$ cat config.mk
export PLATFORM = sky130hd
export DESIGN_NAME = agdr_gate_ctrl
export DESIGN_NICKNAME = d
export VERILOG_FILES = /design/src/agdr_pkg.sv /design/src/agdr_cur_adapt.sv /design/src/agdr_gate_ctrl.sv /design/src/agdr_match_cnt.sv
export SDC_FILE = /design/constraint.sdc
export NUM_CORES = 1
export LEC_CHECK = 0
export BUFFER_PORTS_ARGS = -buffer_cell sky130_fd_sc_hd__buf_2
export CORE_MARGIN = 5
export CORE_UTILIZATION = 30
export DETAILED_ROUTE_END_ITERATION = 8
export PLACE_DENSITY = 0.42
export SLEW_MARGIN = 40
export SYNTH_ARGS = -nofsm -noshare
export SYNTH_HDL_FRONTEND = slang
export SYNTH_SLANG_ARGS = --single-unit
$ cat constraint.sdc
create_clock -name mclk_i -period 7.7 [get_ports mclk_i]
set_input_delay 2.31 -clock mclk_i [delete_from_list [all_inputs] [get_ports mclk_i]]
set_output_delay 2.31 -clock mclk_i [all_outputs]
set_load 0.03 [all_outputs]
$ cat src/agdr_pkg.sv
// Shared constants and helpers for adaptive gate delay regulation
package agdr_pkg;

  // ----------------------------------------------------------------
  // Widths and limits
  // ----------------------------------------------------------------
  localparam int ADR_W = 8;
  localparam int DAT_W = 32;
  localparam int CUR_W = 6;
  localparam int DLY_W = 8;
  localparam int CNT_W = 4;
  localparam logic [5:0] CUR_MIN = 6'h00;
  localparam logic [5:0] CUR_MAX = 6'h3F;
  localparam logic [5:0] ADAPT_RST = 6'h00;
  localparam logic [3:0] CNT_MAX = 4'hF;
  localparam logic [3:0] REG_THRESH = 4'h8;
  localparam logic [1:0] REV_MAX = 2'h3;
  localparam logic [1:0] REV_THRESH = 2'h3;

  // ----------------------------------------------------------------
  // Timing
  // ----------------------------------------------------------------
  localparam int CLK_HZ = 10_000_000;
  localparam int CLK_PERIOD_NS = 1_000_000_000 / CLK_HZ;
  localparam int BD_PERIOD_NS = 200;
  localparam int BD_DIV_RAW = BD_PERIOD_NS / CLK_PERIOD_NS;
  localparam int BD_DIV = (BD_DIV_RAW < 1) ? 1 : BD_DIV_RAW;

  // ----------------------------------------------------------------
  // Register map, field positions, masks and reset values
  // ----------------------------------------------------------------
  localparam logic [7:0] ADR_CTRL = 8'h00;
  localparam logic [7:0] ADR_TGT = 8'h04;
  localparam logic [7:0] ADR_CUR = 8'h08;
  localparam logic [7:0] ADR_DUR = 8'h0C;
  localparam logic [7:0] ADR_STAT = 8'h10;
  localparam logic [7:0] ADR_ADAPT = 8'h14;
  localparam int CTRL_MODE = 0;
  localparam int CTRL_TMOD = 2;
  localparam int CTRL_STEP = 3;
  localparam int CTRL_LSIDE = 4;
  localparam int CTRL_PEN = 5;
  localparam int F_LO = 0;
  localparam int F_HI = 8;
  localparam int CUR_MAXF = 16;
  localparam int CUR_CHG = 24;
  localparam logic [31:0] CTRL_MASK = 32'h0000_003F;
  localparam logic [31:0] TGT_MASK = 32'h0000_FFFF;
  localparam logic [31:0] CUR_MASK = 32'h3F3F_3F3F;
  localparam logic [31:0] DUR_MASK = 32'h0000_FFFF;
  localparam logic [31:0] CTRL_RST = 32'h0000_0000;
  localparam logic [31:0] TGT_RST = 32'h0000_0000;
  localparam logic [31:0] CUR_RST = 32'h003F_0000;
  localparam logic [31:0] DUR_RST = 32'h0000_0000;

  // Gate mode encodings
  localparam logic [1:0] MODE_NO_PHASE = 2'h0;
  localparam logic [1:0] MODE_FIXED = 2'h1;

  // Smaller of two current codes
  function automatic logic [5:0] min_code(input logic [5:0] a, input logic [5:0] b);
    min_code = (a < b) ? a : b;
  endfunction : min_code

  // One or two steps up or down, held between minimum and limit
  function automatic logic [5:0] step_code(input logic [5:0] c, input logic up,
                                           input logic two, input logic [5:0] lim);
    logic [6:0] d;
    logic [6:0] s;
    d = two ? 7'h02 : 7'h01;
    s = up ? ({1'b0, c} + d) : ({1'b0, c} - d);
    if (!up && ({1'b0, c} < d)) step_code = CUR_MIN;
    else if (s > {1'b0, lim}) step_code = lim;
    else step_code = s[5:0];
  endfunction : step_code

endpackage : agdr_pkg
$ cat src/agdr_cur_adapt.sv
// Adaptive pre-phase gate current code
`timescale 1ns/1ns
`default_nettype none
module agdr_cur_adapt (
  // Clock and reset
  input wire logic mclk_i,
  input wire logic arst_n_i,
  // Control
  input wire logic load_i,
  input wire logic upd_i,
  input wire logic two_i,
  // Limits and measurement
  input wire logic [5:0] init_i,
  input wire logic [5:0] max_i,
  input wire logic [7:0] meas_i,
  input wire logic [7:0] tgt_i,
  // Adapted code
  output logic [5:0] code_o
);

  // Load on enable, then step toward the target delay
  always_ff @(posedge mclk_i or negedge arst_n_i)
  begin
    if (!arst_n_i) code_o <= agdr_pkg::ADAPT_RST;
    else if (load_i) code_o <= agdr_pkg::min_code(init_i, max_i); // RULE_14
    else if (upd_i && (meas_i == tgt_i)) code_o <= agdr_pkg::min_code(code_o, max_i); // RULE_13
    else if (upd_i) code_o <= agdr_pkg::step_code(code_o, meas_i > tgt_i, two_i, max_i); // RULE_15
  end
endmodule : agdr_cur_adapt
`default_nettype wire

$ cat src/agdr_gate_ctrl.sv
// PWM half-bridge gate sequencing with adaptive delay regulation
//
// Decided for this implementation: the address-and-strobe port and the register addresses.
`timescale 1ns/1ns
`default_nettype none
// What this block does
// (RULE_01) Low-side PWM runs the same sequence, gates and thresholds swapped.
// (RULE_02) One regulation flag per bridge, valid in the two adaptive modes.
// (RULE_03) In regulation when both match counters have reached eight or more.
// (RULE_04) Each PWM cycle a counter goes up on match, down on mismatch.
// (RULE_05) Also in regulation after three consecutive error sign reversals.
// (RULE_06) Without time modulation one current covers each whole pre-phase.
// (RULE_07) With time modulation each pre-phase splits into two current steps; mode one keeps its single fixed code instead.
// (RULE_08) Non-adaptive modes stop regulating the delays.
// (RULE_09) Non-adaptive modes still measure and report both delays.
// (RULE_10) Mode zero skips the pre-charge and pre-discharge phases.
// (RULE_11) Mode one pre-charges with the fixed initial pre-charge code.
// (RULE_12) Mode one pre-discharges with the fixed initial pre-discharge code.
// (RULE_13) Current code is six bits, 64 ascending steps, 0.5 mA to 100 mA.
// (RULE_14) Setting PWM enable loads the smaller of initial and maximum code.
// (RULE_15) Adaptation moves one step, or two when step size is set.
// (RULE_16) Match counters saturate and clear when regulation restarts.
module agdr_gate_ctrl #(
  parameter int BD_DIV = agdr_pkg::BD_DIV
) (
  // Clock and reset
  input wire logic mclk_i,
  input wire logic arst_n_i,
  // Register port
  input wire logic [7:0] addr_i,
  input wire logic [31:0] wdata_i,
  input wire logic wr_i,
  input wire logic rd_i,
  output logic [31:0] rdata_o,
  // PWM input and switch-node comparators
  input wire logic pwm_i,
  input wire logic vsh_above_hi_i,
  input wire logic vsh_below_lo_i,
  // Gate driver control
  output logic hs_gate_on_o,
  output logic ls_gate_on_o,
  output logic [5:0] gate_cur_o,
  output logic gate_sink_o,
  output logic delay_regulation_flag_o
);

  typedef enum logic [2:0] {ST_OFF, ST_PRE_ON, ST_CHG, ST_ON, ST_PRE_OFF, ST_DCHG} agdr_state_t;

  // ----------------------------------------------------------------
  // Declarations
  // ----------------------------------------------------------------
  agdr_state_t state_r;
  agdr_state_t state_nxt;
  logic [31:0] ctrl_r;
  logic [31:0] tgt_r;
  logic [31:0] cur_r;
  logic [31:0] dur_r;
  logic [2:0] s1_r;
  logic [2:0] s2_r;
  logic [2:0] s3_r;
  logic [2:0] pin_f_r;
  logic [7:0] div_r;
  logic [7:0] ph_cnt_r;
  logic [7:0] dly_cnt_r;
  logic [7:0] meas_on_r;
  logic [7:0] meas_off_r;
  logic [5:0] cur_nxt;
  logic sink_nxt;
  logic [5:0] ad_pchg;
  logic [5:0] ad_pdchg;
  logic [3:0] on_cnt;
  logic [3:0] off_cnt;
  logic [1:0] on_rev;
  logic [1:0] off_rev;
  logic [1:0] mode;
  logic tmod;
  logic two;
  logic lside;
  logic pen;
  logic adaptive;
  logic no_pre;
  logic fixed;
  logic wr_ctrl;
  logic pen_set;
  logic bd_tick;
  logic pwm_eff;
  logic on_thr;
  logic off_thr;
  logic on_done;
  logic off_done;
  logic cnt_clr;

  // Conducting half of the sequence
  function automatic logic on_side(input agdr_state_t s);
    on_side = (s == ST_PRE_ON) || (s == ST_CHG) || (s == ST_ON);
  endfunction : on_side

  // ----------------------------------------------------------------
  // Control decode
  // ----------------------------------------------------------------
  assign mode = ctrl_r[agdr_pkg::CTRL_MODE +: 2];
  assign tmod = ctrl_r[agdr_pkg::CTRL_TMOD];
  assign two = ctrl_r[agdr_pkg::CTRL_STEP];
  assign lside = ctrl_r[agdr_pkg::CTRL_LSIDE];
  assign pen = ctrl_r[agdr_pkg::CTRL_PEN];
  assign adaptive = mode[1];
  assign no_pre = (mode == agdr_pkg::MODE_NO_PHASE);
  assign fixed = (mode == agdr_pkg::MODE_FIXED);
  assign wr_ctrl = wr_i && (addr_i == agdr_pkg::ADR_CTRL);
  assign pen_set = wr_ctrl && wdata_i[agdr_pkg::CTRL_PEN] && !pen; // RULE_14

  // ----------------------------------------------------------------
  // Register file
  // ----------------------------------------------------------------
  // Writable configuration words
  always_ff @(posedge mclk_i or negedge arst_n_i)
  begin
    if (!arst_n_i)
    begin
      ctrl_r <= agdr_pkg::CTRL_RST;
      tgt_r <= agdr_pkg::TGT_RST;
      cur_r <= agdr_pkg::CUR_RST;
      dur_r <= agdr_pkg::DUR_RST;
    end
    else if (wr_i)
    begin
      if (addr_i == agdr_pkg::ADR_CTRL) ctrl_r <= wdata_i & agdr_pkg::CTRL_MASK;
      if (addr_i == agdr_pkg::ADR_TGT) tgt_r <= wdata_i & agdr_pkg::TGT_MASK;
      if (addr_i == agdr_pkg::ADR_CUR) cur_r <= wdata_i & agdr_pkg::CUR_MASK;
      if (addr_i == agdr_pkg::ADR_DUR) dur_r <= wdata_i & agdr_pkg::DUR_MASK;
    end
  end

  // Read data, one cycle after the strobe
  always_ff @(posedge mclk_i or negedge arst_n_i)
  begin
    if (!arst_n_i) rdata_o <= 32'h0000_0000;
    else if (!rd_i) rdata_o <= 32'h0000_0000;
    else
    begin
      case (addr_i)
        agdr_pkg::ADR_CTRL: rdata_o <= ctrl_r;
        agdr_pkg::ADR_TGT: rdata_o <= tgt_r;
        agdr_pkg::ADR_CUR: rdata_o <= cur_r;
        agdr_pkg::ADR_DUR: rdata_o <= dur_r;
        agdr_pkg::ADR_STAT: rdata_o <= {15'h0000, delay_regulation_flag_o, meas_off_r, meas_on_r}; // RULE_09
        agdr_pkg::ADR_ADAPT: rdata_o <= {4'h0, off_rev, on_rev, off_cnt, on_cnt, 2'h0, ad_pdchg, 2'h0, ad_pchg};
        default: rdata_o <= 32'h0000_0000;
      endcase
    end
  end

  // ----------------------------------------------------------------
  // Pin synchronisers and bridge clock
  // ----------------------------------------------------------------
  // Three stages; accept a change once stages two and three agree
  always_ff @(posedge mclk_i or negedge arst_n_i)
  begin
    if (!arst_n_i)
    begin
      s1_r <= 3'h0;
      s2_r <= 3'h0;
      s3_r <= 3'h0;
      pin_f_r <= 3'h0;
    end
    else
    begin
      s1_r <= {vsh_below_lo_i, vsh_above_hi_i, pwm_i};
      s2_r <= s1_r;
      s3_r <= s2_r;
      pin_f_r <= (s2_r & s3_r) | (pin_f_r & (s2_r ^ s3_r));
    end
  end

  // Bridge driver clock enable
  assign bd_tick = (div_r == 8'(BD_DIV - 1));

  always_ff @(posedge mclk_i or negedge arst_n_i)
  begin
    if (!arst_n_i) div_r <= 8'h00;
    else div_r <= bd_tick ? 8'h00 : div_r + 8'h01;
  end

  assign pwm_eff = pen && pin_f_r[0];
  assign on_thr = lside ? pin_f_r[2] : pin_f_r[1]; // RULE_01
  assign off_thr = lside ? pin_f_r[1] : pin_f_r[2]; // RULE_01

  // ----------------------------------------------------------------
  // Phase sequencer
  // ----------------------------------------------------------------
  // Next phase from PWM level, timers and switch-node thresholds
  always_comb
  begin
    state_nxt = state_r;
    unique case (state_r)
      ST_OFF: if (pwm_eff) state_nxt = no_pre ? ST_CHG : ST_PRE_ON; // RULE_10
      ST_PRE_ON:
      begin
        if (!pwm_eff) state_nxt = no_pre ? ST_DCHG : ST_PRE_OFF;
        else if (ph_cnt_r >= dur_r[agdr_pkg::F_LO +: 8]) state_nxt = ST_CHG;
      end
      ST_CHG:
      begin
        if (on_thr) state_nxt = ST_ON;
        else if (!pwm_eff) state_nxt = no_pre ? ST_DCHG : ST_PRE_OFF; // RULE_10
      end
      ST_ON: if (!pwm_eff) state_nxt = no_pre ? ST_DCHG : ST_PRE_OFF; // RULE_10
      ST_PRE_OFF: if (ph_cnt_r >= dur_r[agdr_pkg::F_HI +: 8]) state_nxt = ST_DCHG;
      ST_DCHG: if (off_thr || pwm_eff) state_nxt = ST_OFF;
      default: state_nxt = ST_OFF;
    endcase
  end

  always_ff @(posedge mclk_i or negedge arst_n_i)
  begin
    if (!arst_n_i) state_r <= ST_OFF;
    else state_r <= state_nxt;
  end

  // Phase timer in bridge clock ticks
  always_ff @(posedge mclk_i or negedge arst_n_i)
  begin
    if (!arst_n_i) ph_cnt_r <= 8'h00;
    else if (state_nxt != state_r) ph_cnt_r <= 8'h00;
    else if (bd_tick && (ph_cnt_r != 8'hFF)) ph_cnt_r <= ph_cnt_r + 8'h01;
  end

  // Delay counter from the PWM edge to the threshold crossing
  always_ff @(posedge mclk_i or negedge arst_n_i)
  begin
    if (!arst_n_i) dly_cnt_r <= 8'h00;
    else if (on_side(state_nxt) != on_side(state_r)) dly_cnt_r <= 8'h00;
    else if (bd_tick && (dly_cnt_r != 8'hFF)) dly_cnt_r <= dly_cnt_r + 8'h01;
  end

  // ----------------------------------------------------------------
  // Delay measurement and regulation
  // ----------------------------------------------------------------
  assign on_done = (state_r == ST_CHG) && on_thr;
  assign off_done = (state_r == ST_DCHG) && off_thr;
  assign cnt_clr = pen_set || !adaptive || !pen; // RULE_16

  // Measured delays kept in every mode
  always_ff @(posedge mclk_i or negedge arst_n_i)
  begin
    if (!arst_n_i)
    begin
      meas_on_r <= 8'h00;
      meas_off_r <= 8'h00;
    end
    else
    begin
      if (on_done) meas_on_r <= dly_cnt_r; // RULE_09
      if (off_done) meas_off_r <= dly_cnt_r; // RULE_09
    end
  end

  agdr_cur_adapt u_pchg (
    .mclk_i(mclk_i),
    .arst_n_i(arst_n_i),
    .load_i(pen_set),
    .upd_i(on_done && adaptive), // RULE_08
    .two_i(two),
    .init_i(cur_r[agdr_pkg::F_LO +: 6]),
    .max_i(cur_r[agdr_pkg::CUR_MAXF +: 6]),
    .meas_i(dly_cnt_r),
    .tgt_i(tgt_r[agdr_pkg::F_LO +: 8]),
    .code_o(ad_pchg)
  );

  agdr_cur_adapt u_pdchg (
    .mclk_i(mclk_i),
    .arst_n_i(arst_n_i),
    .load_i(pen_set),
    .upd_i(off_done && adaptive), // RULE_08
    .two_i(two),
    .init_i(cur_r[agdr_pkg::F_HI +: 6]),
    .max_i(cur_r[agdr_pkg::CUR_MAXF +: 6]),
    .meas_i(dly_cnt_r),
    .tgt_i(tgt_r[agdr_pkg::F_HI +: 8]),
    .code_o(ad_pdchg)
  );

  // Counters step once per PWM cycle, at the end of turn-off
  agdr_match_cnt u_on_cnt (
    .mclk_i(mclk_i),
    .arst_n_i(arst_n_i),
    .clear_i(cnt_clr),
    .upd_i(off_done && adaptive), // RULE_04
    .meas_i(meas_on_r),
    .tgt_i(tgt_r[agdr_pkg::F_LO +: 8]),
    .cnt_o(on_cnt),
    .rev_o(on_rev)
  );

  agdr_match_cnt u_off_cnt (
    .mclk_i(mclk_i),
    .arst_n_i(arst_n_i),
    .clear_i(cnt_clr),
    .upd_i(off_done && adaptive), // RULE_04
    .meas_i(dly_cnt_r),
    .tgt_i(tgt_r[agdr_pkg::F_HI +: 8]),
    .cnt_o(off_cnt),
    .rev_o(off_rev)
  );

  // Regulation flag
  always_ff @(posedge mclk_i or negedge arst_n_i)
  begin
    if (!arst_n_i) delay_regulation_flag_o <= 1'b0;
    else delay_regulation_flag_o <= adaptive // RULE_02
      && (((on_cnt >= agdr_pkg::REG_THRESH) && (off_cnt >= agdr_pkg::REG_THRESH)) // RULE_03
      || ((on_rev >= agdr_pkg::REV_THRESH) && (off_rev >= agdr_pkg::REV_THRESH))); // RULE_05
  end

  // ----------------------------------------------------------------
  // Gate outputs
  // ----------------------------------------------------------------
  // Current code and direction per phase
  always_comb
  begin
    cur_nxt = cur_r[agdr_pkg::CUR_MAXF +: 6];
    sink_nxt = 1'b1;
    unique case (state_r)
      ST_PRE_ON:
      begin
        sink_nxt = 1'b0;
        if (fixed) cur_nxt = cur_r[agdr_pkg::F_LO +: 6]; // RULE_11
        else if (tmod && (ph_cnt_r >= (dur_r[agdr_pkg::F_LO +: 8] >> 1))) cur_nxt = cur_r[agdr_pkg::CUR_CHG +: 6]; // RULE_07
        else cur_nxt = ad_pchg; // RULE_06
      end
      ST_CHG:
      begin
        sink_nxt = 1'b0;
        cur_nxt = cur_r[agdr_pkg::CUR_CHG +: 6]; // RULE_13
      end
      ST_ON: sink_nxt = 1'b0;
      ST_PRE_OFF:
      begin
        if (fixed) cur_nxt = cur_r[agdr_pkg::F_HI +: 6]; // RULE_12
        else if (tmod && (ph_cnt_r >= (dur_r[agdr_pkg::F_HI +: 8] >> 1))) cur_nxt = cur_r[agdr_pkg::CUR_CHG +: 6]; // RULE_07
        else cur_nxt = ad_pdchg; // RULE_06
      end
      ST_DCHG: cur_nxt = cur_r[agdr_pkg::CUR_CHG +: 6];
      default: sink_nxt = 1'b1;
    endcase
  end

  // Registered gate controls; complementary gate stays off
  always_ff @(posedge mclk_i or negedge arst_n_i)
  begin
    if (!arst_n_i)
    begin
      hs_gate_on_o <= 1'b0;
      ls_gate_on_o <= 1'b0;
      gate_cur_o <= agdr_pkg::CUR_MIN;
      gate_sink_o <= 1'b1;
    end
    else
    begin
      hs_gate_on_o <= on_side(state_r) && !lside; // RULE_01
      ls_gate_on_o <= on_side(state_r) && lside; // RULE_01
      gate_cur_o <= cur_nxt;
      gate_sink_o <= sink_nxt;
    end
  end
endmodule : agdr_gate_ctrl
`default_nettype wire

$ cat src/agdr_match_cnt.sv
// Delay match counter and error sign reversal tracker
`timescale 1ns/1ns
`default_nettype none
module agdr_match_cnt (
  // Clock and reset
  input wire logic mclk_i,
  input wire logic arst_n_i,
  // Control
  input wire logic clear_i,
  input wire logic upd_i,
  // Measured and target delay
  input wire logic [7:0] meas_i,
  input wire logic [7:0] tgt_i,
  // Results
  output logic [3:0] cnt_o,
  output logic [1:0] rev_o
);

  logic eq;
  logic gt;
  logic sign_r;
  logic vld_r;

  assign eq = (meas_i == tgt_i);
  assign gt = (meas_i > tgt_i);

  // Saturating match counter, once per PWM cycle
  always_ff @(posedge mclk_i or negedge arst_n_i)
  begin
    if (!arst_n_i) cnt_o <= 4'h0;
    else if (clear_i) cnt_o <= 4'h0; // RULE_16
    else if (upd_i && eq && (cnt_o != agdr_pkg::CNT_MAX)) cnt_o <= cnt_o + 4'h1; // RULE_04
    else if (upd_i && !eq && (cnt_o != 4'h0)) cnt_o <= cnt_o - 4'h1; // RULE_04
  end

  // Consecutive sign reversals of the delay error
  always_ff @(posedge mclk_i or negedge arst_n_i)
  begin
    if (!arst_n_i)
    begin
      sign_r <= 1'b0;
      vld_r <= 1'b0;
      rev_o <= 2'h0;
    end
    else if (clear_i || (upd_i && eq))
    begin
      vld_r <= 1'b0;
      rev_o <= 2'h0;
    end
    else if (upd_i)
    begin
      sign_r <= gt;
      vld_r <= 1'b1;
      if (vld_r && (gt != sign_r)) rev_o <= (rev_o == agdr_pkg::REV_MAX) ? rev_o : rev_o + 2'h1; // RULE_05
      else rev_o <= 2'h0;
    end
  end
endmodule : agdr_match_cnt
`default_nettype wire

# After elaboration in Yosys (flattened, before gate mapping)
# Cells that the tools add are included.
# W data, S select, Z words.
[word_totals]
ff_bits = 187
in_bits = 47
output_inout_bits = 42
wordCells = 231
[op_classes]
add_sub_neg = 13
n_lt_le_gt_ge = 19
n_eq_ne = 32
muxes = 59
bitwise_logic = 6
reduce_logical = 72
[ops]
columns = ["cell", "n"]
rows = [
  ["$pmux W30 S6", 1],
  ["$mux W6", 18],
  ["$mux W8", 5],
  ["$mux W32", 1],
  ["$logic_and A1 B1 Y1", 30],
  ["$add A8 B1 Y8 const B", 3],
  ["$eq A8 B8 Y1", 3],
  ["$gt A8 B8 Y1", 3],
  ["$lt A6 B6 Y1", 4],
  ["$mux W4", 6],
  ["$mux W3", 7],
  ["$mux W2", 10],
  ["$reduce_and A2 Y1", 10],
  ["$pmux W3 S6", 1],
  ["$pmux W6 S3", 1],
  ["$eq A8 B4 Y1 const B", 2],
  ["$eq A8 B5 Y1 const B", 2],
  ["$ge A8 B7 Y1", 2],
  ["$ge A8 B8 Y1", 2],
  ["$ne A8 B8 Y1 const B", 2],
  ["$gt A7 B6 Y1", 2],
  ["$mux W7", 2],
  ["$eq A3 B2 Y1 const B", 4],
  ["$reduce_bool A3 Y1", 4],
  ["other kinds (36)", 76],
]

# Longest topological paths before layout
# Gate-level depths: netlist (run 1).
[depth]
ltp_word = 10
ltp_mapped = 18
mapped_depth_nobuf = 17

# By module
# A second synthesis (run 1) with hierarchy kept.
[hier_totals]
hier_cells = 1208
hier_area_um2 = 12208.0
[modules_own_cells]
columns = ["module", "instances", "cells_each", "area_per_inst_um2"]
rows = [
  ["agdr_gate_ctrl", 1, 682, 7891.3],
  ["agdr_cur_adapt", 2, 177, 1411.4],
  ["agdr_match_cnt (u_on_cnt)", 1, 92, 770.7],
  ["agdr_match_cnt (u_off_cnt)", 1, 80, 723.2],
]

# Least setup slack after synthesis (run 1)
# No wires, ideal clock.
[synth_timing]
path_type = "input to register"
startpoint = "input addr_i[1]"
endpoint = "register dur_r[0]"
setup_time_ps = 127
arrival_ps = 3961
required_ps = 7573
slack_ps = 3611
cell_stages = 7
path_cell_list = "or4_4 -> nor3_2 -> buf_4 -> and2_1 -> and3_1 -> buf_4 -> mux2_1"
[synth_between]
elab_chain_len = 2
[synth_lines]
columns = ["item", "line_no", "source"]
rows = [
  ["start, declared", "agdr_gate_ctrl.sv:30", "input wire logic [7:0] addr_i,"],
  ["$eq A8 B4 Y1", "agdr_gate_ctrl.sv:130", "if (addr_i == agdr_pkg::ADR_DUR) dur_r <= wdata_i & agdr_pkg::DUR_MASK;"],
  ["$reduce_and A2 Y1 (no line)", "--", ""],
  ["end signal, assigned", "agdr_gate_ctrl.sv:123", "dur_r <= agdr_pkg::DUR_RST;"],
  ["end signal, assigned", "agdr_gate_ctrl.sv:130", ""],
  ["end, declared", "agdr_gate_ctrl.sv:57", "logic [31:0] dur_r;"],
]
# Every way passes these cells.
# A chain may end at the register's enable or synchronous reset.

# Worst setup path after layout (run 1)
[layout_timing]
startpoint = "register dly_cnt_r[5]"
endpoint = "register u_pdchg.code_o[5]"
[layout_between]
elab_chain_len = 8
[layout_lines]
columns = ["item", "line_no", "source"]
rows = [
  ["start, declared", "agdr_gate_ctrl.sv:64", "logic [7:0] dly_cnt_r;"],
  ["start signal, assigned", "agdr_gate_ctrl.sv:233", "else if (bd_tick && (dly_cnt_r != 8'hFF)) dly_cnt_r <= dly_cnt_r + 8'h01;"],
  ["$gt A8 B8 Y1", "agdr_cur_adapt.sv:27", "else if (upd_i) code_o <= agdr_pkg::step_code(code_o, meas_i > tgt_i, two_i, max_i);"],
  ["$mux W7", "agdr_pkg.sv:71", "s = up ? ({1'b0, c} + d) : ({1'b0, c} - d);"],
  ["$gt A7 B6 Y1", "agdr_pkg.sv:73", "else if (s > {1'b0, lim}) step_code = lim;"],
  ["$mux W6", "agdr_pkg.sv:73", ""],
  ["$mux W6", "agdr_pkg.sv:72", "if (!up && ({1'b0, c} < d)) step_code = CUR_MIN;"],
  ["$mux W6", "agdr_cur_adapt.sv:27", ""],
  ["$mux W6", "agdr_cur_adapt.sv:26", "else if (upd_i && (meas_i == tgt_i)) code_o <= agdr_pkg::min_code(code_o, max_i);"],
  ["$mux W6", "agdr_cur_adapt.sv:25", "else if (load_i) code_o <= agdr_pkg::min_code(init_i, max_i);"],
  ["end signal, assigned", "agdr_cur_adapt.sv:25", ""],
  ["end signal, assigned", "agdr_cur_adapt.sv:26", ""],
  ["end signal, assigned", "agdr_cur_adapt.sv:27", ""],
  ["end, declared", "agdr_cur_adapt.sv:18", "output logic [5:0] code_o"],
]
# Several ways; a longest one is shown, not always the timed one. The select of a mux whose other input is x is not followed.

==> results of run 1 <==
[Yosys cell counts, types with 7 or more instances]
| cell | n | area share (%) |
|---|---|---|
| ha_1 | 107 | 12 |
| mux2_2 | 38 | 3.7 |
| mux2i_1 | 41 | 3.5 |
| a221oi_1 | 7 | 0.53 |
| xor2_1 | 13 | 0.98 |
| nor3_1 | 18 | 0.78 |
| inv_1 | 64 | 2.1 |
| a31oi_1 | 11 | 0.59 |
| and3_1 | 15 | 0.81 |
| o22ai_1 | 15 | 0.81 |
| mux2_4 | 20 | 2.6 |
| nand2_1 | 92 | 3.0 |
| nor4_1 | 7 | 0.38 |
| a21oi_1 | 59 | 2.5 |
| nand4_1 | 16 | 0.86 |
| nand3_1 | 38 | 1.6 |
| o211ai_1 | 11 | 0.71 |
| dfstp_2 | 7 | 1.6 |
| clkbuf_1 | 33 | 1.1 |
| dfrtp_1 | 178 | 38 |
| nor2_1 | 84 | 2.7 |
| o221ai_1 | 9 | 0.68 |
| nand2b_1 | 9 | 0.49 |
| o21ai_0 | 72 | 3.1 |
| xnor2_1 | 20 | 1.5 |
| o21a_1 | 10 | 0.65 |
| a22oi_1 | 9 | 0.58 |
| a21o_1 | 32 | 2.1 |
| nor2b_1 | 10 | 0.54 |
| a211oi_1 | 10 | 0.65 |
| buf_2 | 16 | 0.69 |
[flip-flops by register name, indices dropped and copies added, names as in the netlist, 4 cells and up]
| register | cells |
|---|---|
| ctrl_r | 6 |
| cur_r | 24 |
| div_r | 8 |
| dly_cnt_r | 8 |
| dur_r | 16 |
| gate_cur_o | 6 |
| meas_off_r | 8 |
| meas_on_r | 8 |
| ph_cnt_r | 8 |
| rdata_o | 30 |
| tgt_r | 16 |
| u_off_cnt.cnt_o | 4 |
| u_on_cnt.cnt_o | 4 |
| u_pchg.code_o | 6 |
| u_pdchg.code_o | 6 |
[cells by family after synthesis]
kind of cell / count (synthesis)
compound gates: 283
flops: 185
simple gates: 332
fa+ha+maj: 113
other cells: 1
buf+inv: 121
xor+xnor: 33
mux: 101
[worst paths after layout]
path	slack, ps	to	cells past startpoint
max	2840	u_pdchg.code_o[5]	16
min	350	s2_r[0]	0
max reg2reg	2840	u_pdchg.code_o[5]	16
min reg2reg	350	s2_r[0]	0
max in group asynchronous	4850	dur_r[13]	2
min in group asynchronous	1820	rdata_o[23]	1
[per-layer routing]
layer	share of wire, %	track usage [%]
met3	3.9	3.66
met4	1.1	4.06
met2	46	28.3
met5	0	0
met1	49	25.2
[metrics by stage]
| step | instances | utilization (%) | instance area [µm²] | hold WS [ps] | power, mW |
|---|---|---|---|---|---|
| 2_1_floorplan | 1170 | - | 11600 | 331 | 1.66 |
| 3_3_place_gp | 1724 | 32.5 | 12500 | 335 | 1.88 |
| 3_5_place_dp | 1724 | 32.5 | 12500 | 338 | 1.90 |
| 4_1_cts | 1756 | 34.0 | 13100 | 356 | 2.81 |
| 5_1_grt | 1756 | 34.0 | 13100 | 369 | 2.95 |
| 6_report | 1756 | 34.0 | 13100 | 353 | 2.77 |
[worst max-delay path, stage by stage (launching register included)]
cell and delay [ps]:
dfrtp_1 480, ha_1 330, a21oi_1 150, nor2_1 50
a211oi_1 520, a21o_1 510, mux2i_1 280, xor2_1 300
ha_1 310, o21ai_0 80, a21oi_1 70, a2111oi_1 580
o21ai_2 130, nor3b_1 250, a31oi_2 120, a221oi_1 440
a211oi_1 100
[layout make-up]
| cell class | instances | area (µm²) | share of cell area, % |
|---|---|---|---|
| Multi-Input combinational cell | 864 | 6470 | 49.5 |
| Tap cell | 518 | 648 | 4.95 |
| Sequential cell | 185 | 4640 | 35.4 |
| Inverter | 64 | 240 | 1.84 |
| Clock inverter | 10 | 109 | 0.832 |
| Clock buffer | 22 | 464 | 3.55 |
| Timing Repair Buffer | 93 | 509 | 3.89 |
[power breakdown]
group	switching (mW)	total (mW)	internal, mW
logic	0.385	0.659	0.273
registers	0.155	1.22	1.06
clock network	0.425	0.898	0.472
total	0.966	2.77	1.81
==> metrics.txt, run 1 <==
Die Footprint 42700 µm²; I/O Pins 89; Starting Density 30.2%; setup slack after layout 2840 ps; Syn Inst Count 1169; grt total ovfl 0; Max FO, Critical Path 9; Hold Fails Final Rpt 0; Area Growth Syn to Fin 12.8%; Worst slew margin 43.0%; RD Place Congestion 0.839; vias per cell 5.16; Mapped Area 11600 µm²; Routed Antenna Nets 0; clk_lat worst skew 460 ps; DR iter-0 viols 594; H-tree depth 4; Tcrit/Tclk final 63.1%; crit path from dly_cnt_r[5]; syn avg cell area 9.92 µm²; Cell Pwr Density 212 nW/µm²; max_cap viols 0; CTS max path bufs 2; post-place setup slack 2670 ps; Worst VDD drop 0.000148 V; Worst EP required 8010 ps; worst r2r src dly_cnt_r[5]; Routed WL 37.2 mm; Hold Buf Count CTS 0; # Post-CTS Setup Buffers 0; worst min-delay path class reg2reg; Worst setup EP type flip-flop; chip height 207 µm; GRT Total Usage 17.8%; clock-pin slew on the worst setup and hold paths 80 ps; Synth Register Bits 185; Synth Warn # 0; Filler Cells Inserted 4004; vias in the first global route 8998; leakage power 6.36 nW; DRT Pass-1 Iters 8; sequential fraction of the synthesis area 40.0%; Inserted Clock Buffers 17; HPWL after DPL 27.5 mm; Max Freq 206 MHz; Worst-Margin Slew 849 ps; Async S/R FF share, synth 100%; largest family of logic cells by synthesized area compound AO/OA/AOI/OAI gates; DIE WIDTH 207 µm; drt wl/cell 21.2 µm; CP Data Arrival Time 5170 ps; CORE AREA 38500 µm²; Synth Area in Adders 12.6%; outcome completed; hold_sp s1_r[0]; Compound-Gate Fraction of Synth Area 16.1%; final setup vio count 0; Synth cell types 78; initial antenna violation count 0; ys flop type dfrtp_1; Ant. Diodes 0; Max Slew Vio Count 0; fin nets 1385; # DRC 0; setup TNS 0 ps; commonest non-fill, non-tap cell in the layout dfrtp_1; post_cts resized 0; most frequent cells in the layout dfrtp_1, ha_1, nand2_1; startpoint class of the critical path flip-flop; CTS sink count 185; mux contribution to synthesized area 10.0%; clock skew 19.7 ps; fraction of layout cells with a size suffix above 1 17.6%; RSZ-0062 raised after global routing no; pin count of the biggest net entering global routing 67; DR vias 9056; CTS tree yes; simple-gate share of the synthesized area 14.4%; Root Buffer clkbuf_16; Synth Area in XOR/XNOR 2.49%; first-pass GRT wire length 56.7 mm; # rows 72; port bufs 82; Post-synth EDFFs 0; Crit Path Class reg2reg; fin crit period 4860 ps
(Power assumes the default switching activity.)
==> inputs of run 2 (changes only) <==
Settings changed: ABC_AREA set to 1, PLACE_DENSITY 0.42 to 0.43.
Clock period 7.7 ns to 4.02 ns, I/O delays scaled along.
==> metrics.txt, run 2 <==
outcome completed; Top cell by count, worst path nand2_1; metal3 WL 1.74 mm (+18%); Post-synth EDFFs 0 (unchanged); max FFs per register 30 (unchanged); # Post-CTS Setup Buffers 0 (unchanged); Switch Pwr 2.87 mW (+200%); total power 6.68 mW (+140%); Sw Share 43.0% (+8.2 points); Root Buffer clkbuf_16; post_cts resized 0 (unchanged); clock-pin slew on the worst setup and hold paths 80 ps (about the same); Inserted Clock Buffers 17 (unchanged); Max Freq 283 MHz (+37%); Syn Inst Count 1506 (+29%); Worst-Margin Slew 777 ps (-72.4 ps); crit-path cells inv_1 > ha_1 > a21oi_1 > nor2_1 > nor3_1 > nand2_1 > nand2_1 > nand2_1 > o21ai_0 > inv_1 > ha_1 > nand2_1 > o21ai_0 > nor2_1 > o21ai_0 > o21ai_1 > nand2_1 > nand2_1 > nand3_1 > nand2_1 > nand2_1 > nand2_1; Die Footprint 43700 µm² (+2.3%); clock skew 20.8 ps (+1.10 ps); CTS max path bufs 2 (unchanged); CTS sink count 185 (unchanged); first-pass GRT wire length 61.3 mm (+8.1%); Routed WL 39.2 mm (+5.3%); H-tree depth 4 (unchanged); final core occ 34.9% (+0.88 points); Max Used Layer met4; Synth Register Bits 185 (unchanged); setup TNS 0 ps (unchanged); port bufs 82 (unchanged); Worst setup EP type flip-flop; DR vias 10400 (+15%); most used standard cell by instance count after synthesis nand2_1; chip height 209 µm (+1.1%); sequential fraction of the synthesis area 39.1% (-0.93 points); leakage power 6.94 nW (+9.1%); fin nets 1752 (+26%); # rows 72 (unchanged); synth cell count leaders nand2_1, inv_1, dfrtp_1, o21ai_0, nor2_1; CORE AREA 38900 µm² (+1.2%); vias per cell 4.89 (-5.2%); Area contributors post-synth dfrtp_1, ha_1, nand2_1; Worst EP required 4370 ps (-3640 ps); Max FO, Critical Path 12 (+3); dominant cell type by area after synthesis dfrtp_1; commonest non-fill, non-tap cell in the layout nand2_1; DR iter-0 viols 732 (+23%); GRT Total Usage 18.1% (+0.27 points); startpoint class of the critical path flip-flop; Synth Warn # 0 (unchanged); Area Growth Syn to Fin 14.3%; CTS tree yes; Starting Density 30.5% (+0.36 points); Crit Path Class reg2reg; met2 routed WL 18.2 mm (+5.8%); drt wl/cell 18.5 µm (-13%); slowest stage cell, crit path dfrtp_1; Async S/R FF share, synth 100% (unchanged); DRT Pass-1 Iters 5 (-3); I/O Pins 89 (unchanged); RSZ-0062 raised after global routing no; DIE WIDTH 209 µm (+1.1%); Hold Buf Count CTS 0 (unchanged); Routed Antenna Nets 0 (unchanged); leading registers by flop count rdata_o x30, cur_r x24; clk_lat worst skew 460 ps (about the same); biggest cell delay along the critical path 400 ps (-180 ps); RD Place Congestion 0.854 (+1.9%); Biggest register rdata_o; register share of total power 33.9% (-10 points); CP Data Arrival Time 3890 ps (-1280 ps); Hold Fails Final Rpt 0 (unchanged); grt total ovfl 0 (unchanged); max_cap viols 0 (unchanged); fraction of layout cells with a size suffix above 1 11.9% (-5.7 points); Synth top area share 37.5% (-0.89 points); vias in the first global route 10200 (+13%); Worst VDD drop 0.000297 V (+100%); Tcrit/Tclk final 88.0% (+25 points); pin count of the biggest net entering global routing 78 (+16%); ys flop type dfrtp_1; combinational share of power 40.2% (+16 points); Synth cell types 57 (-27%); Clock power frac 25.9% (-6.5 points); most frequent cells in the layout nand2_1, inv_1, dfrtp_1; fin crit period 3540 ps (-1320 ps); initial antenna violation count 0 (unchanged); WL met1 18.3 mm (+0.94%); setup slack, reg-to-reg 480 ps (-2360 ps); Worst slew margin 48.0% (+5.0 points); Cell Pwr Density 492 nW/µm² (+130%); HPWL after DPL 30.3 mm (+10%); internal power 3.80 mW (+110%); Ant. Diodes 0 (unchanged); Max Slew Vio Count 0 (unchanged); # DRC 0 (unchanged); syn avg cell area 7.89 µm² (-21%); worst min-delay path class reg2reg; WP buf/inv 2 (+2); final setup vio count 0 (unchanged); hold_ws 350 ps (-3.84 ps); CP delay by family, top simple AND/OR/NAND/NOR gates; Mapped Area 11900 µm² (+2.4%)
run 2: power groups by stage:
stage,Combinational (mW),Sequential [mW],Clock [mW]
floorplan,1.79,2.27,0
CTS,2.68,2.26,1.77
detailed placement,2.67,2.30,0
global placement,2.65,2.30,0
global route,3.06,2.29,1.85
finish,2.69,2.26,1.73
run 2: worst paths after layout:
check	end	cells after the start	startpoint
max	u_pchg.code_o[1]	22	tgt_r[5]
min	s2_r[2]	0	s1_r[2]
max reg2reg	u_pchg.code_o[1]	22	tgt_r[5]
min reg2reg	s2_r[2]	0	s1_r[2]
max in group asynchronous	gate_sink_o	2	arst_n_i
min in group asynchronous	rdata_o[14]	1	arst_n_i
run 2: final cells by class:
type	count	area, µm²
Clock inverter	13	140
Clock buffer	18	439
Multi-Input combinational cell	1077	6310
Fill cell	4145	25300
Tap cell	518	648
Timing Repair Buffer	107	632
Inverter	204	768
Sequential cell	185	4640
run 2: layer usage:
layer  global-route usage [%]  vias to the layer above
met5                        0                        -
li1                         -                     5158
met2                     29.4                      240
met4                     5.42                        0
met3                     2.79                       40
met1                     25.1                     4935
run 2: per-stage QoR:
step | setup slack, ps | std cells | cell area [µm²]
after floorplan | 790 | 1507 | 11900
after global placement | 329 | 2091 | 13000
after detailed placement | 295 | 2091 | 13000
after CTS | 261 | 2122 | 13600
after global routing | 74.8 | 2122 | 13600
final | 482 | 2122 | 13600
run 2: cell families (layout without fill, tap and decap cells):
logic type	count (synthesis)	after routing	share of synthesized area [%]
buf+inv	245	342	8.13
flops	185	185	39.1
xor+xnor	33	33	2.43
simple gates	633	633	23.6
compound gates	293	293	14.2
fa+ha+maj	113	113	12.3
mux	3	3	0.284
other cells	1	2	0.0316
==> inputs of run 3 (changes only) <==
Settings changed: SETUP_SLACK_MARGIN set to 0.5.
==> metrics.txt, run 3 (synthesis gave the netlist of run 2 again) <==
# DRC 0 (unchanged); hold_sp s1_r[2]; Worst EP required 4370 ps (about the same); Ant. Diodes 0 (unchanged); CTS tree yes; Filler Cells Inserted 4145 (unchanged); total power 6.83 mW (+2.3%); Crit Path Class reg2reg; hold_ws 350 ps (-0.00800 ps); # rows 72 (unchanged); DR vias 10500 (+0.82%); fraction of layout cells with a size suffix above 1 13.6% (+1.7 points); H-tree depth 4 (unchanged); CTS max path bufs 2 (unchanged); biggest cell delay along the critical path 430 ps (+30 ps); leakage power 7.00 nW (+0.79%); setup TNS 0 ps (unchanged); setup slack, reg-to-reg 760 ps (+270 ps); crit-path cells inv_1 > ha_1 > a21oi_1 > o21ai_0 > nand2_1 > nand2_2 > nand2_4 > clkbuf_2 > o21ai_1 > inv_1 > ha_1 > nand3_1 > nand2_1 > nor2_1 > o21ai_0 > o21ai_1 > buf_4 > nand4_1 > nand2_1 > nand2_1 > nand2_1 > a21oi_1; Routed WL 39.5 mm (+0.66%); worst min-delay path class reg2reg; CORE AREA 38900 µm² (unchanged); leading registers by flop count rdata_o x30, cur_r x24; fin crit period 3260 ps (-274 ps); CP delay by family, top simple AND/OR/NAND/NOR gates; Starting Density 30.5% (unchanged); worst r2r dst u_pchg.code_o[0]; RD Place Congestion 0.854 (unchanged); Hold Buf Count CTS 0 (unchanged); outcome completed; WP buf/inv 4 (+2); port bufs 82 (unchanged); Hold Crit Depth 0 (unchanged); Worst VDD drop 0.000296 V (-0.29%); HPWL after DPL 30.3 mm (unchanged); Worst setup EP type flip-flop; setup slack after layout 756 ps (+274 ps); chip height 209 µm (unchanged); Worst-Margin Slew 788 ps (+11.6 ps); met2 routed WL 18.5 mm (+1.5%); final setup vio count 0 (unchanged); pin count of the biggest net entering global routing 78 (unchanged); WP depth 22 (unchanged); Die Footprint 43700 µm² (unchanged); vias per cell 4.91 (+0.35%); Tcrit/Tclk final 81.2% (-6.8 points); DR iter-0 viols 700 (-4.4%); Cell Pwr Density 498 nW/µm² (+1.3%); max FFs per register 30 (unchanged); post-place setup slack 295 ps (unchanged); first-pass GRT wire length 61.3 mm (about the same); multi-input combinational cell area 6380 µm² (+1.1%); CTS sink count 185 (unchanged); CP Data Arrival Time 3610 ps (-280 ps); FF/Latch Area 4640 µm² (about the same); I/O Pins 89 (unchanged); clock skew 20.9 ps (+0.122 ps); RSZ-0062 raised after global routing yes; hold endpoint s2_r[2]; fin nets 1762 (+0.57%); max_cap viols 0 (unchanged); R2R cell count 22 (unchanged); startpoint class of the critical path flip-flop; Worst slew margin 47.3% (-0.77 points); GRT Total Usage 18.1% (about the same); Biggest register rdata_o; Root Buffer clkbuf_16; Routed Antenna Nets 0 (unchanged); clk_lat worst skew 460 ps (about the same); commonest non-fill, non-tap cell in the layout nand2_1; Max Slew Vio Count 0 (unchanged); Max Freq 306 MHz (+8.4%); clock-pin slew on the worst setup and hold paths 80 ps (about the same); drt wl/cell 18.5 µm (+0.19%); Top cell by count, worst path nand2_1; Inserted Clock Buffers 17 (unchanged); Max Used Layer met4; WL met1 18.5 mm (+0.75%); vias in the first global route 10200 (-0.069%); worst r2r src tgt_r[1]; DIE WIDTH 209 µm (unchanged); slowest stage cell, crit path dfrtp_2; Hold Fails Final Rpt 0 (unchanged); initial antenna violation count 0 (unchanged); metal3 WL 1.62 mm (-6.8%); Area Growth Syn to Fin 15.6%; most frequent cells in the layout nand2_1, inv_1, dfrtp_1; DRT Pass-1 Iters 5 (unchanged); grt total ovfl 0 (unchanged); Max FO, Critical Path 6 (-6)
==> run 3: cell count changes in the layout (fill, tap and decap cells not counted), moves of 4 or more <==
| cell | delta |
|---|---|
| nand2_1 | -6 |
| o21ai_0 | -4 |
| buf_4 | +9 |
| nand2_2 | +4 |
==> run 3: through the flow <==
stage / instances / util, % / cell area (µm²)
global placement: 2091 / 33.3 / 13000
finish: 2132 / 35.3 / 13700
detailed placement: 2091 / 33.4 / 13000
CTS: 2122 / 34.9 / 13600
floorplan: 1507 / - / 11900
global route: 2132 / 35.3 / 13700
==> run 3: timing repair <==
| item | CTS | global route |
|---|---|---|
| pin swaps | 0 | 4 |
| gates resized for setup | 3 | 28 |
| gates cloned | 0 | 0 |
| setup endpoints to repair | 6 | 13 |
| buffers inserted | 0 | 10 |
==> run 3: metal layers <==
| metal | track usage, % | vias to the layer above |
|---|---|---|
| met5 | 0 | - |
| met4 | 5.31 | 0 |
| met3 | 2.77 | 40 |
| met2 | 29.5 | 229 |
| met1 | 25.1 | 5010 |
| li1 | - | 5179 |
==> run 3: power breakdown <==
group	internal, mW	leakage [nW]	total [mW]	switching [mW]
logic	0.972	4.28	2.84	1.87
registers	2.04	2.44	2.26	0.225
clock network	0.888	0.276	1.73	0.838
total	3.90	7.00	6.83	2.93
==> run 3: final cells by class <==
cell class / count / share of cell area [%]
clock inverters: 13 / 1.02
repair buffers: 117 / 5.13
flip-flops and latches: 185 / 33.8
clock buffers: 18 / 3.20
multi-input cells: 1077 / 46.5
well taps: 518 / 4.72
inverters: 204 / 5.62
==> run 3: worst max path at each step <==
stage | start | end | slack [ps]
after global placement | dly_cnt_r[5] | u_pdchg.code_o[4] | 330
after floorplan | ctrl_r[3] | u_pchg.code_o[0] | 790
after global routing | tgt_r[1] | u_pchg.code_o[1] | 460
after detailed placement | dly_cnt_r[5] | u_pdchg.code_o[4] | 290
after CTS | tgt_r[5] | u_pchg.code_o[1] | 510
final | tgt_r[1] | u_pchg.code_o[0] | 760
==> run 3: worst register-to-register path, cell delays in order (launching register included) <==
cell and delay [ps]:
dfrtp_2 430, inv_1 90, ha_1 300, a21oi_1 60, o21ai_0 150, nand2_1 80
nand2_2 160, nand2_4 100, clkbuf_2 160, o21ai_1 260, inv_1 80, ha_1 310
nand3_1 90, nand2_1 50, nor2_1 70, o21ai_0 80, o21ai_1 140, buf_4 190
nand4_1 90, nand2_1 70, nand2_1 50, nand2_1 90, a21oi_1 70
